===== config.mk =====
export PLATFORM = sky130hd
export DESIGN_NAME = option_word_config_decode
export DESIGN_NICKNAME = d
export VERILOG_FILES = /design/src/inc/option_word_pkg.sv /design/src/design/option_word_config_decode.sv
export VERILOG_INCLUDE_DIRS = /design/src /design/src/inc
export SDC_FILE = /design/constraint.sdc
export NUM_CORES = 1
export LEC_CHECK = 0
export ABC_AREA = 1
export ABC_CLOCK_PERIOD_IN_PS = 1450
export BUFFER_PORTS_ARGS = -buffer_cell sky130_fd_sc_hd__buf_4
export CAP_MARGIN = 20
export CORE_MARGIN = 2
export CORE_UTILIZATION = 41
export DETAILED_ROUTE_END_ITERATION = 8
export GPL_TIMING_DRIVEN = 0
export PLACE_DENSITY_LB_ADDON = 0.3
export SLEW_MARGIN = 20
export SYNTH_ARGS = -nofsm -noshare
export SYNTH_HDL_FRONTEND = slang
export SYNTH_SLANG_ARGS = --single-unit

===== constraint.sdc =====
create_clock -name clock_in -period 1.45 [get_ports clock_in]
set_input_delay 0.0725 -clock clock_in [delete_from_list [all_inputs] [get_ports clock_in]]
set_output_delay 0.0725 -clock clock_in [all_outputs]
set_load 0.01 [all_outputs]

===== src/inc/option_word_regs.svh =====
// Register offsets, field positions and reset values of the option block
`ifndef OPTION_WORD_REGS_SVH
`define OPTION_WORD_REGS_SVH
`define OPT_ADDR_WORD0 4'h0
`define OPT_ADDR_WORD1 4'h4
`define OPT_ADDR_STATUS 4'h8
`define OPT_BIT_TYPE 12
`define OPT_BIT_WDT_N 11
`define OPT_BIT_CYCLE 10
`define OPT_BIT_SECURE_N 9
`define OPT_BIT_FREQ 8
`define OPT_BIT_RESERVED 7
`define OPT_BIT_POWER 6
`define OPT_WORD0_ERASED 13'h1FFF
`define OPT_WORD1_ERASED 13'h1FFF
`define OPT_DIV_TWO_LAST 2'h1
`define OPT_DIV_FOUR_LAST 2'h3
`endif


===== src/inc/option_word_pkg.sv =====
// Types shared by the option word decoder
package option_word_pkg;
   typedef logic [12:0] opt_word_t;
   typedef enum logic [1:0] {ST_RESET, ST_LOAD, ST_RUN} load_state_t;
endpackage : option_word_pkg


===== src/design/option_word_config_decode.sv =====
// Option word storage, programmer access and decoded configuration
//
// Our own choices: the register addresses and the Avalon-MM register port.
`timescale 1ns/1ps
`include "option_word_regs.svh"
module option_word_config_decode
(
   input wire logic clock_in,
   input wire logic rst_n_in,
   input wire logic por_n_in,
   input wire logic program_mode_in,
   input wire logic [3:0] avs_address_in,
   input wire logic avs_read_in,
   input wire logic avs_write_in,
   input wire logic [31:0] avs_writedata_in,
   input wire logic [3:0] avs_byteenable_in,
   output logic [31:0] avs_readdata_out,
   output logic avs_waitrequest_out,
   output logic rc_osc_mode_out,
   output logic high_xtal_mode_out,
   output logic low_xtal_mode_out,
   output logic watchdog_enable_out,
   output logic cycle_four_clk_out,
   output logic code_protect_out,
   output logic osc_power_high_out,
   output logic timer_tick_out,
   output logic config_valid_out
);

   // Stored option words, kept through ordinary resets
   option_word_pkg::opt_word_t word0_ff;
   option_word_pkg::opt_word_t word1_ff;
   option_word_pkg::opt_word_t nxt_word0;
   option_word_pkg::opt_word_t nxt_word1;
   option_word_pkg::load_state_t state_ff;
   option_word_pkg::load_state_t nxt_state;
   logic prog_meta_ff;
   logic prog_sync_ff;
   logic waitreq_ff;
   logic [31:0] readdata_ff;
   logic [31:0] nxt_readdata;
   logic rc_ff;
   logic hxt_ff;
   logic lxt_ff;
   logic wdt_ff;
   logic four_ff;
   logic protect_ff;
   logic power_ff;
   logic conflict_ff;
   logic valid_ff;
   logic tick_ff;
   logic [1:0] div_cnt_ff;
   logic [1:0] nxt_div_cnt;
   logic [1:0] div_last;

   // Bus decode
   wire req = avs_read_in | avs_write_in;
   wire accept = req & waitreq_ff;
   wire hit_word0 = avs_address_in == `OPT_ADDR_WORD0;
   wire hit_word1 = avs_address_in == `OPT_ADDR_WORD1;
   wire hit_status = avs_address_in == `OPT_ADDR_STATUS;
   wire commit_wr = avs_write_in & ~waitreq_ff;
   // Word access only for the programmer, never in normal operation
   wire word_open = prog_sync_ff;
   wire secure_on = ~word0_ff[`OPT_BIT_SECURE_N];
   wire word_readable = word_open & ~secure_on;
   wire wr_word0 = commit_wr & hit_word0 & word_open;
   wire wr_word1 = commit_wr & hit_word1 & word_open;

   // Byte lane merge of a write into a 13-bit word
   wire [12:0] lane_mask = {{5{avs_byteenable_in[1]}},
                            {8{avs_byteenable_in[0]}}};
   wire [12:0] wr_bits = avs_writedata_in[12:0];
   wire [12:0] merge0 = (word0_ff & ~lane_mask) | (wr_bits & lane_mask);
   wire [12:0] merge1 = (word1_ff & ~lane_mask) | (wr_bits & lane_mask);

   // Next stored words; reserved bit pinned high
   always_comb
   begin
      nxt_word0 = word0_ff;
      nxt_word1 = word1_ff;
      if (wr_word0)
      begin
         nxt_word0 = merge0;
      end
      if (wr_word1)
      begin
         nxt_word1 = merge1;
      end
      nxt_word0[`OPT_BIT_RESERVED] = 1'b1;
   end

   // Read data mux, registered at the answer
   wire [31:0] word0_rd = word_readable ? {19'h0, word0_ff} : 32'h0;
   wire [31:0] word1_rd = word_readable ? {19'h0, word1_ff} : 32'h0;
   wire [31:0] status_rd = {28'h0, conflict_ff, secure_on, valid_ff,
                            prog_sync_ff};
   assign nxt_readdata = ~(accept & avs_read_in) ? readdata_ff :
                         hit_word0 ? word0_rd :
                         hit_word1 ? word1_rd :
                         hit_status ? status_rd : 32'h0;

   // Decode of the stored first word
   wire type_xtal = word0_ff[`OPT_BIT_TYPE];
   wire freq_high = word0_ff[`OPT_BIT_FREQ];
   wire power_high = word0_ff[`OPT_BIT_POWER];
   wire dec_rc = ~type_xtal;
   wire dec_hxt = type_xtal & freq_high;
   wire dec_lxt = type_xtal & ~freq_high;
   // Crystal low with high power is undefined; flagged, kept as low
   wire dec_conflict = dec_lxt & power_high;
   wire dec_wdt = ~word0_ff[`OPT_BIT_WDT_N];
   wire dec_four = word0_ff[`OPT_BIT_CYCLE];

   // Load sequence after reset release
   assign nxt_state = (state_ff == option_word_pkg::ST_RESET) ?
                      option_word_pkg::ST_LOAD :
                      option_word_pkg::ST_RUN;
   wire load = state_ff == option_word_pkg::ST_LOAD;
   wire run = state_ff == option_word_pkg::ST_RUN;

   // Timer clock divider, by two or by four
   assign div_last = four_ff ? `OPT_DIV_FOUR_LAST : `OPT_DIV_TWO_LAST;
   wire div_wrap = div_cnt_ff == div_last;
   assign nxt_div_cnt = (~run | div_wrap) ? 2'h0 : div_cnt_ff + 2'h1;
   wire nxt_tick = run & div_wrap;

   // Storage on power-on reset only
   always_ff @(posedge clock_in or negedge por_n_in)
   begin
      if (!por_n_in)
      begin
         word0_ff <= `OPT_WORD0_ERASED;
         word1_ff <= `OPT_WORD1_ERASED;
      end
      else
      begin
         word0_ff <= nxt_word0;
         word1_ff <= nxt_word1;
      end
   end

   // Program mode pin synchroniser
   always_ff @(posedge clock_in or negedge rst_n_in)
   begin
      if (!rst_n_in)
      begin
         prog_meta_ff <= 1'b0;
         prog_sync_ff <= 1'b0;
      end
      else
      begin
         prog_meta_ff <= program_mode_in;
         prog_sync_ff <= prog_meta_ff;
      end
   end

   // Bus slave answer, one wait cycle per access
   always_ff @(posedge clock_in or negedge rst_n_in)
   begin
      if (!rst_n_in)
      begin
         waitreq_ff <= 1'b1;
         readdata_ff <= 32'h0;
      end
      else
      begin
         waitreq_ff <= ~accept;
         readdata_ff <= nxt_readdata;
      end
   end

   // Load state and divider
   always_ff @(posedge clock_in or negedge rst_n_in)
   begin
      if (!rst_n_in)
      begin
         state_ff <= option_word_pkg::ST_RESET;
         div_cnt_ff <= 2'h0;
         tick_ff <= 1'b0;
      end
      else
      begin
         state_ff <= nxt_state;
         div_cnt_ff <= nxt_div_cnt;
         tick_ff <= nxt_tick;
      end
   end

   // Decoded settings, captured once and then held
   always_ff @(posedge clock_in or negedge rst_n_in)
   begin
      if (!rst_n_in)
      begin
         rc_ff <= 1'b1;
         hxt_ff <= 1'b0;
         lxt_ff <= 1'b0;
         wdt_ff <= 1'b0;
         four_ff <= 1'b0;
         protect_ff <= 1'b1;
         power_ff <= 1'b0;
         conflict_ff <= 1'b0;
         valid_ff <= 1'b0;
      end
      else if (load)
      begin
         rc_ff <= dec_rc;
         hxt_ff <= dec_hxt;
         lxt_ff <= dec_lxt;
         wdt_ff <= dec_wdt;
         four_ff <= dec_four;
         protect_ff <= secure_on;
         power_ff <= power_high;
         conflict_ff <= dec_conflict;
         valid_ff <= 1'b1;
      end
   end

   // Outputs straight from flops
   assign avs_readdata_out = readdata_ff;
   assign avs_waitrequest_out = waitreq_ff;
   assign rc_osc_mode_out = rc_ff;
   assign high_xtal_mode_out = hxt_ff;
   assign low_xtal_mode_out = lxt_ff;
   assign watchdog_enable_out = wdt_ff;
   assign cycle_four_clk_out = four_ff;
   assign code_protect_out = protect_ff;
   assign osc_power_high_out = power_ff;
   assign timer_tick_out = tick_ff;
   assign config_valid_out = valid_ff;

   // Bus answer timing
   a_wait_one_cycle: assert property (@(posedge clock_in)
      disable iff (!rst_n_in)
      (req && avs_waitrequest_out) |=> !avs_waitrequest_out)
      else $error("access not answered after one wait cycle");

   a_wait_release: assert property (@(posedge clock_in)
      disable iff (!rst_n_in)
      !avs_waitrequest_out |=> avs_waitrequest_out)
      else $error("waitrequest low for more than one cycle");

   // Words closed outside program mode
   a_word_closed: assert property (@(posedge clock_in)
      disable iff (!rst_n_in)
      (accept && avs_read_in && !prog_sync_ff && (hit_word0 || hit_word1))
      |=> avs_readdata_out == 32'h0)
      else $error("option word readable in normal operation");

   a_word_unchanged: assert property (@(posedge clock_in)
      disable iff (!rst_n_in || !por_n_in)
      (!prog_sync_ff && !$past(prog_sync_ff)) |=> $stable(word1_ff))
      else $error("option word changed outside program mode");

   a_reserved_high: assert property (@(posedge clock_in)
      disable iff (!por_n_in)
      ##1 word0_ff[`OPT_BIT_RESERVED])
      else $error("reserved option bit not one");

   // Decode at load
   a_mode_decode: assert property (@(posedge clock_in)
      disable iff (!rst_n_in)
      load |=> (rc_osc_mode_out == !$past(word0_ff[`OPT_BIT_TYPE]))
      && (high_xtal_mode_out == ($past(word0_ff[`OPT_BIT_TYPE])
      && $past(word0_ff[`OPT_BIT_FREQ]))))
      else $error("oscillator mode decode wrong");

   a_mode_onehot: assert property (@(posedge clock_in)
      disable iff (!rst_n_in)
      config_valid_out |-> $onehot({rc_osc_mode_out, high_xtal_mode_out,
      low_xtal_mode_out}))
      else $error("oscillator modes not exclusive");

   a_wdt_secure: assert property (@(posedge clock_in)
      disable iff (!rst_n_in)
      load |=> (watchdog_enable_out == !$past(word0_ff[`OPT_BIT_WDT_N]))
      && (code_protect_out == !$past(word0_ff[`OPT_BIT_SECURE_N])))
      else $error("watchdog or security decode wrong");

   a_power_cycle: assert property (@(posedge clock_in)
      disable iff (!rst_n_in)
      load |=> (osc_power_high_out == $past(word0_ff[`OPT_BIT_POWER]))
      && (cycle_four_clk_out == $past(word0_ff[`OPT_BIT_CYCLE])))
      else $error("power or cycle decode wrong");

   a_settings_hold: assert property (@(posedge clock_in)
      disable iff (!rst_n_in)
      (run && $past(run)) |-> $stable({rc_osc_mode_out, watchdog_enable_out,
      cycle_four_clk_out, code_protect_out, osc_power_high_out}))
      else $error("decoded settings moved during operation");

   // Timer clock spacing
   a_tick_by_four: assert property (@(posedge clock_in)
      disable iff (!rst_n_in)
      (timer_tick_out && cycle_four_clk_out)
      |=> !timer_tick_out [*3] ##1 timer_tick_out)
      else $error("timer clock not divided by four");

   a_tick_by_two: assert property (@(posedge clock_in)
      disable iff (!rst_n_in)
      (timer_tick_out && !cycle_four_clk_out)
      |=> !timer_tick_out ##1 timer_tick_out)
      else $error("timer clock not divided by two");

   a_valid_soon: assert property (@(posedge clock_in)
      disable iff (!rst_n_in)
      (state_ff == option_word_pkg::ST_RESET) |-> ##2 config_valid_out)
      else $error("settings not latched after reset");

endmodule : option_word_config_decode


==> summary.txt <==
Worst setup path
  • Worst Setup End Kind: flip-flop
  • Critical Path Max Stage Delay: 530 ps
  • Slowest CP cell: dfrtp_1
  • Setup crit start kind: flip-flop
  • WP buf/inv: 3
  • Worst Setup Path Type: reg2reg
  • CP delay by family, top: flip-flops
  • Crit-path cells: inv_2 > nor2_2 > nand2_2 > inv_2 > buf_4 > nand4_1 > nand2_1
  • Crit-path most repeated cell: inv_2
  • WP data arrival: 1630 ps
  • WP data required: 1710 ps
  • Worst Path Max Fanout: 10

Logic synthesis
  • Yosys cell types: 27
  • Mean Syn Cell Area: 8.633 um2
  • Yosys reg bits: 55
  • Post-Syn Area: 2676 um2
  • Cell count after synthesis: between 300 and 400
  • Yosys warns: 0
  • Synth area leader: dfstp_2
  • Post-synth top area share: 0.2749
  • Seq/Total Area, Yosys: 0.5273
  • Largest cells by area after synthesis: dfstp_2 27%, dfrtp_1 25%, nand2_1 13%

Detailed routing
  • DR vias/cell: about 4.7
  • Routed WL: about 6 mm
  • Avg WL per Cell: 12.45 um
  • DRT Pass-1 Iters: 4
  • Routed via count: 2236
  • Post-route DRC: 0
  • Detail Route Antenna Nets: 0
  • Drt initial violations: roughly 140

Power and ir drop
  • LEAKAGE: roughly 1.8 nW
  • PD cells: 928.1 nW/um2
  • Final Total Pwr: 0.003251 W
  • Worst IR Drop VDD: 0.5253 mV

Global route
  • Overflow after GRT: 0
  • Vias in the first global route: 2122
  • First-pass GRT wire length: slightly below 10 mm
  • GRT Overall Usage: 0.1702
  • Largest net degree at the start of global routing: 31
  • Initial antenna violation count: 0

Clocking
  • CTS root buf: clkbuf_8
  • Bufs on Longest Clock Path: 2
  • CTS tree: built
  • Cts bufs inserted: 5
  • H-Tree Depth: 2
  • Worst skew pair latency: 310 ps
  • Clock-pin slew on the worst setup and hold paths: 100 ps
  • CTS Sinks: 55

Die
  • Die X: 84.80 um
  • Die ar.: slightly above 7000 um2
  • Num ports: just under 90
  • Core Area: between 6000 and 7000 um2
  • Initial Utilization: 0.4239
  • Die H: around 85 um
  • Core Rows: 29

Placement
  • Buffers added on ports: 46
  • HPWL Detailed: between 4 and 5 mm
  • Placer congestion estimate: 0.8102

STA
  • Fin Setup TNS: 0 ps
  • Tcrit/Tclk final: 0.9428
  • Worst Skew: 7.846 ps
  • Fin. Hold Viols: 0
  • RSZ-0062 raised after global routing: no
  • Setup Viol. Count Final: 0
  • Final Max Slew Viols: 0
  • Final Critical Period: 1367 ps
  • Peak Freq: around 730 MHz

Cells and area
  • Layout cells sized above 1: 0.3333
  • Filler instances: 632
  • Area occupied by multi-input gates: ~1000 um2
  • Nets: 447
  • Register area: 1411 um2
  • Synth-to-Final Area Change: 30.90%
  • # diodes: 0

Hold path
  • Worst hold path class: in2reg

Flow run
  • Max-Cap Viols: 0

Run status
  • Status: finished, final reports clean
tightest hold or removal path, stage by stage:
cell	delay, ps
buf_2	150
nand4_1	100
nand2_1	50
routing by layer:
layer  track usage  up-vias  part of all wire
li1              -     1142                 -
met1        0.2422     1022              0.48
met2        0.2634       66              0.45
met3       0.03835        6             0.061
met4       0.04762        0             0.011
met5             0        -                 0
Yosys cell counts:
library cell / count
clkbuf_1: 1
nand2_4: 2
nor2_4: 3
nor2_2: 2
nor3_1: 1
inv_2: 5
a21oi_1: 5
nand2_1: 92
nand4_1: 20
o21ai_0: 10
clkbuf_4: 1
buf_2: 3
nand3_1: 28
nand2_2: 4
buf_6: 2
conb_1: 1
or2_2: 1
nor2_1: 32
o31ai_1: 2
inv_4: 1
dfrtp_1: 27
nor3b_1: 1
buf_4: 22
nand3_2: 2
inv_1: 13
nor2_8: 1
dfstp_2: 28
placed cells by master, fill, tap and decap left out, drive strengths merged, types with 2 or more instances in the layout:
cell type	count
nor2	38
nand3	30
a21oi	5
clkbuf	10
nand2	98
dfrtp	27
conb	19
o21ai	10
dfstp	28
o31ai	2
dlygate4sd3	18
buf	74
inv	19
nand4	20
path summary, 6_finish.rpt:
check                                            to  slack [ps]  cells past startpoint            startpoint
min in group asynchronous        high_xtal_mode_out         210                      2              rst_n_in
worst min register to register         prog_sync_ff         380                      0          prog_meta_ff
max in group asynchronous       avs_waitrequest_out         910                      2              rst_n_in
worst max-delay path                      flip-flop          80                      7          prog_sync_ff
worst min-delay path                      flip-flop          60                      3  avs_byteenable_in[0]
worst max register to register            flip-flop          80                      7          prog_sync_ff
cells by family (layout without fill, tap and decap cells):
| kind of cell | after synthesis | after routing | share of synthesized area |
|---|---|---|---|
| AND/OR/NAND/NOR | 189 | 189 | 0.3301 |
| flip-flops | 55 | 55 | 0.5274 |
| other | 1 | 19 | 0.001401 |
| AO/OA/AOI/OAI | 17 | 17 | 0.03366 |
| buffers and inverters | 48 | 122 | 0.1075 |
what timing repair did:
item	in CTS	in global routing
gates resized for setup	0	4
hold buffers	18	0
setup buffers	0	2
endpoints found under the hold margin	79	0
setup endpoints to repair	0	12
metrics by stage:
stage | utilization | setup WS, ps | instance area (um2) | hold slack (ps) | std cells
final | 0.5549 | 82.96 | 3503 | 55.57 | 479
after global routing | 0.5549 | 3.895 | 3503 | 53.04 | 479
after CTS | 0.5509 | 9.747 | 3478 | 50.17 | 477
after detailed placement | 0.5046 | 32.64 | 3186 | 17.41 | 451
after global placement | 0.5046 | 75.22 | 3186 | 11.08 | 451
after floorplan | - | 210.5 | 2744 | -223.1 | 328
cell type report:
cell class / count / area share
plain buffers: 29 / 0.06179
inverters: 19 / 0.02179
clock inverters: 1 / 0.001429
well taps: 77 / 0.02750
repair buffers: 66 / 0.1543
multi-input cells: 225 / 0.2996
clock buffers: 7 / 0.03071
flip-flops and latches: 55 / 0.4029
report_power, final:
group | internal (W) | total [W] | switching (W)
sequential | 0.00168 | 0.00176 | 0.0000782
clock | 0.000490 | 0.000980 | 0.000490
combinational | 0.000242 | 0.000510 | 0.000268
total | 0.00242 | 0.00325 | 0.000836
No activity file was read; power rests on OpenSTA's default activity.
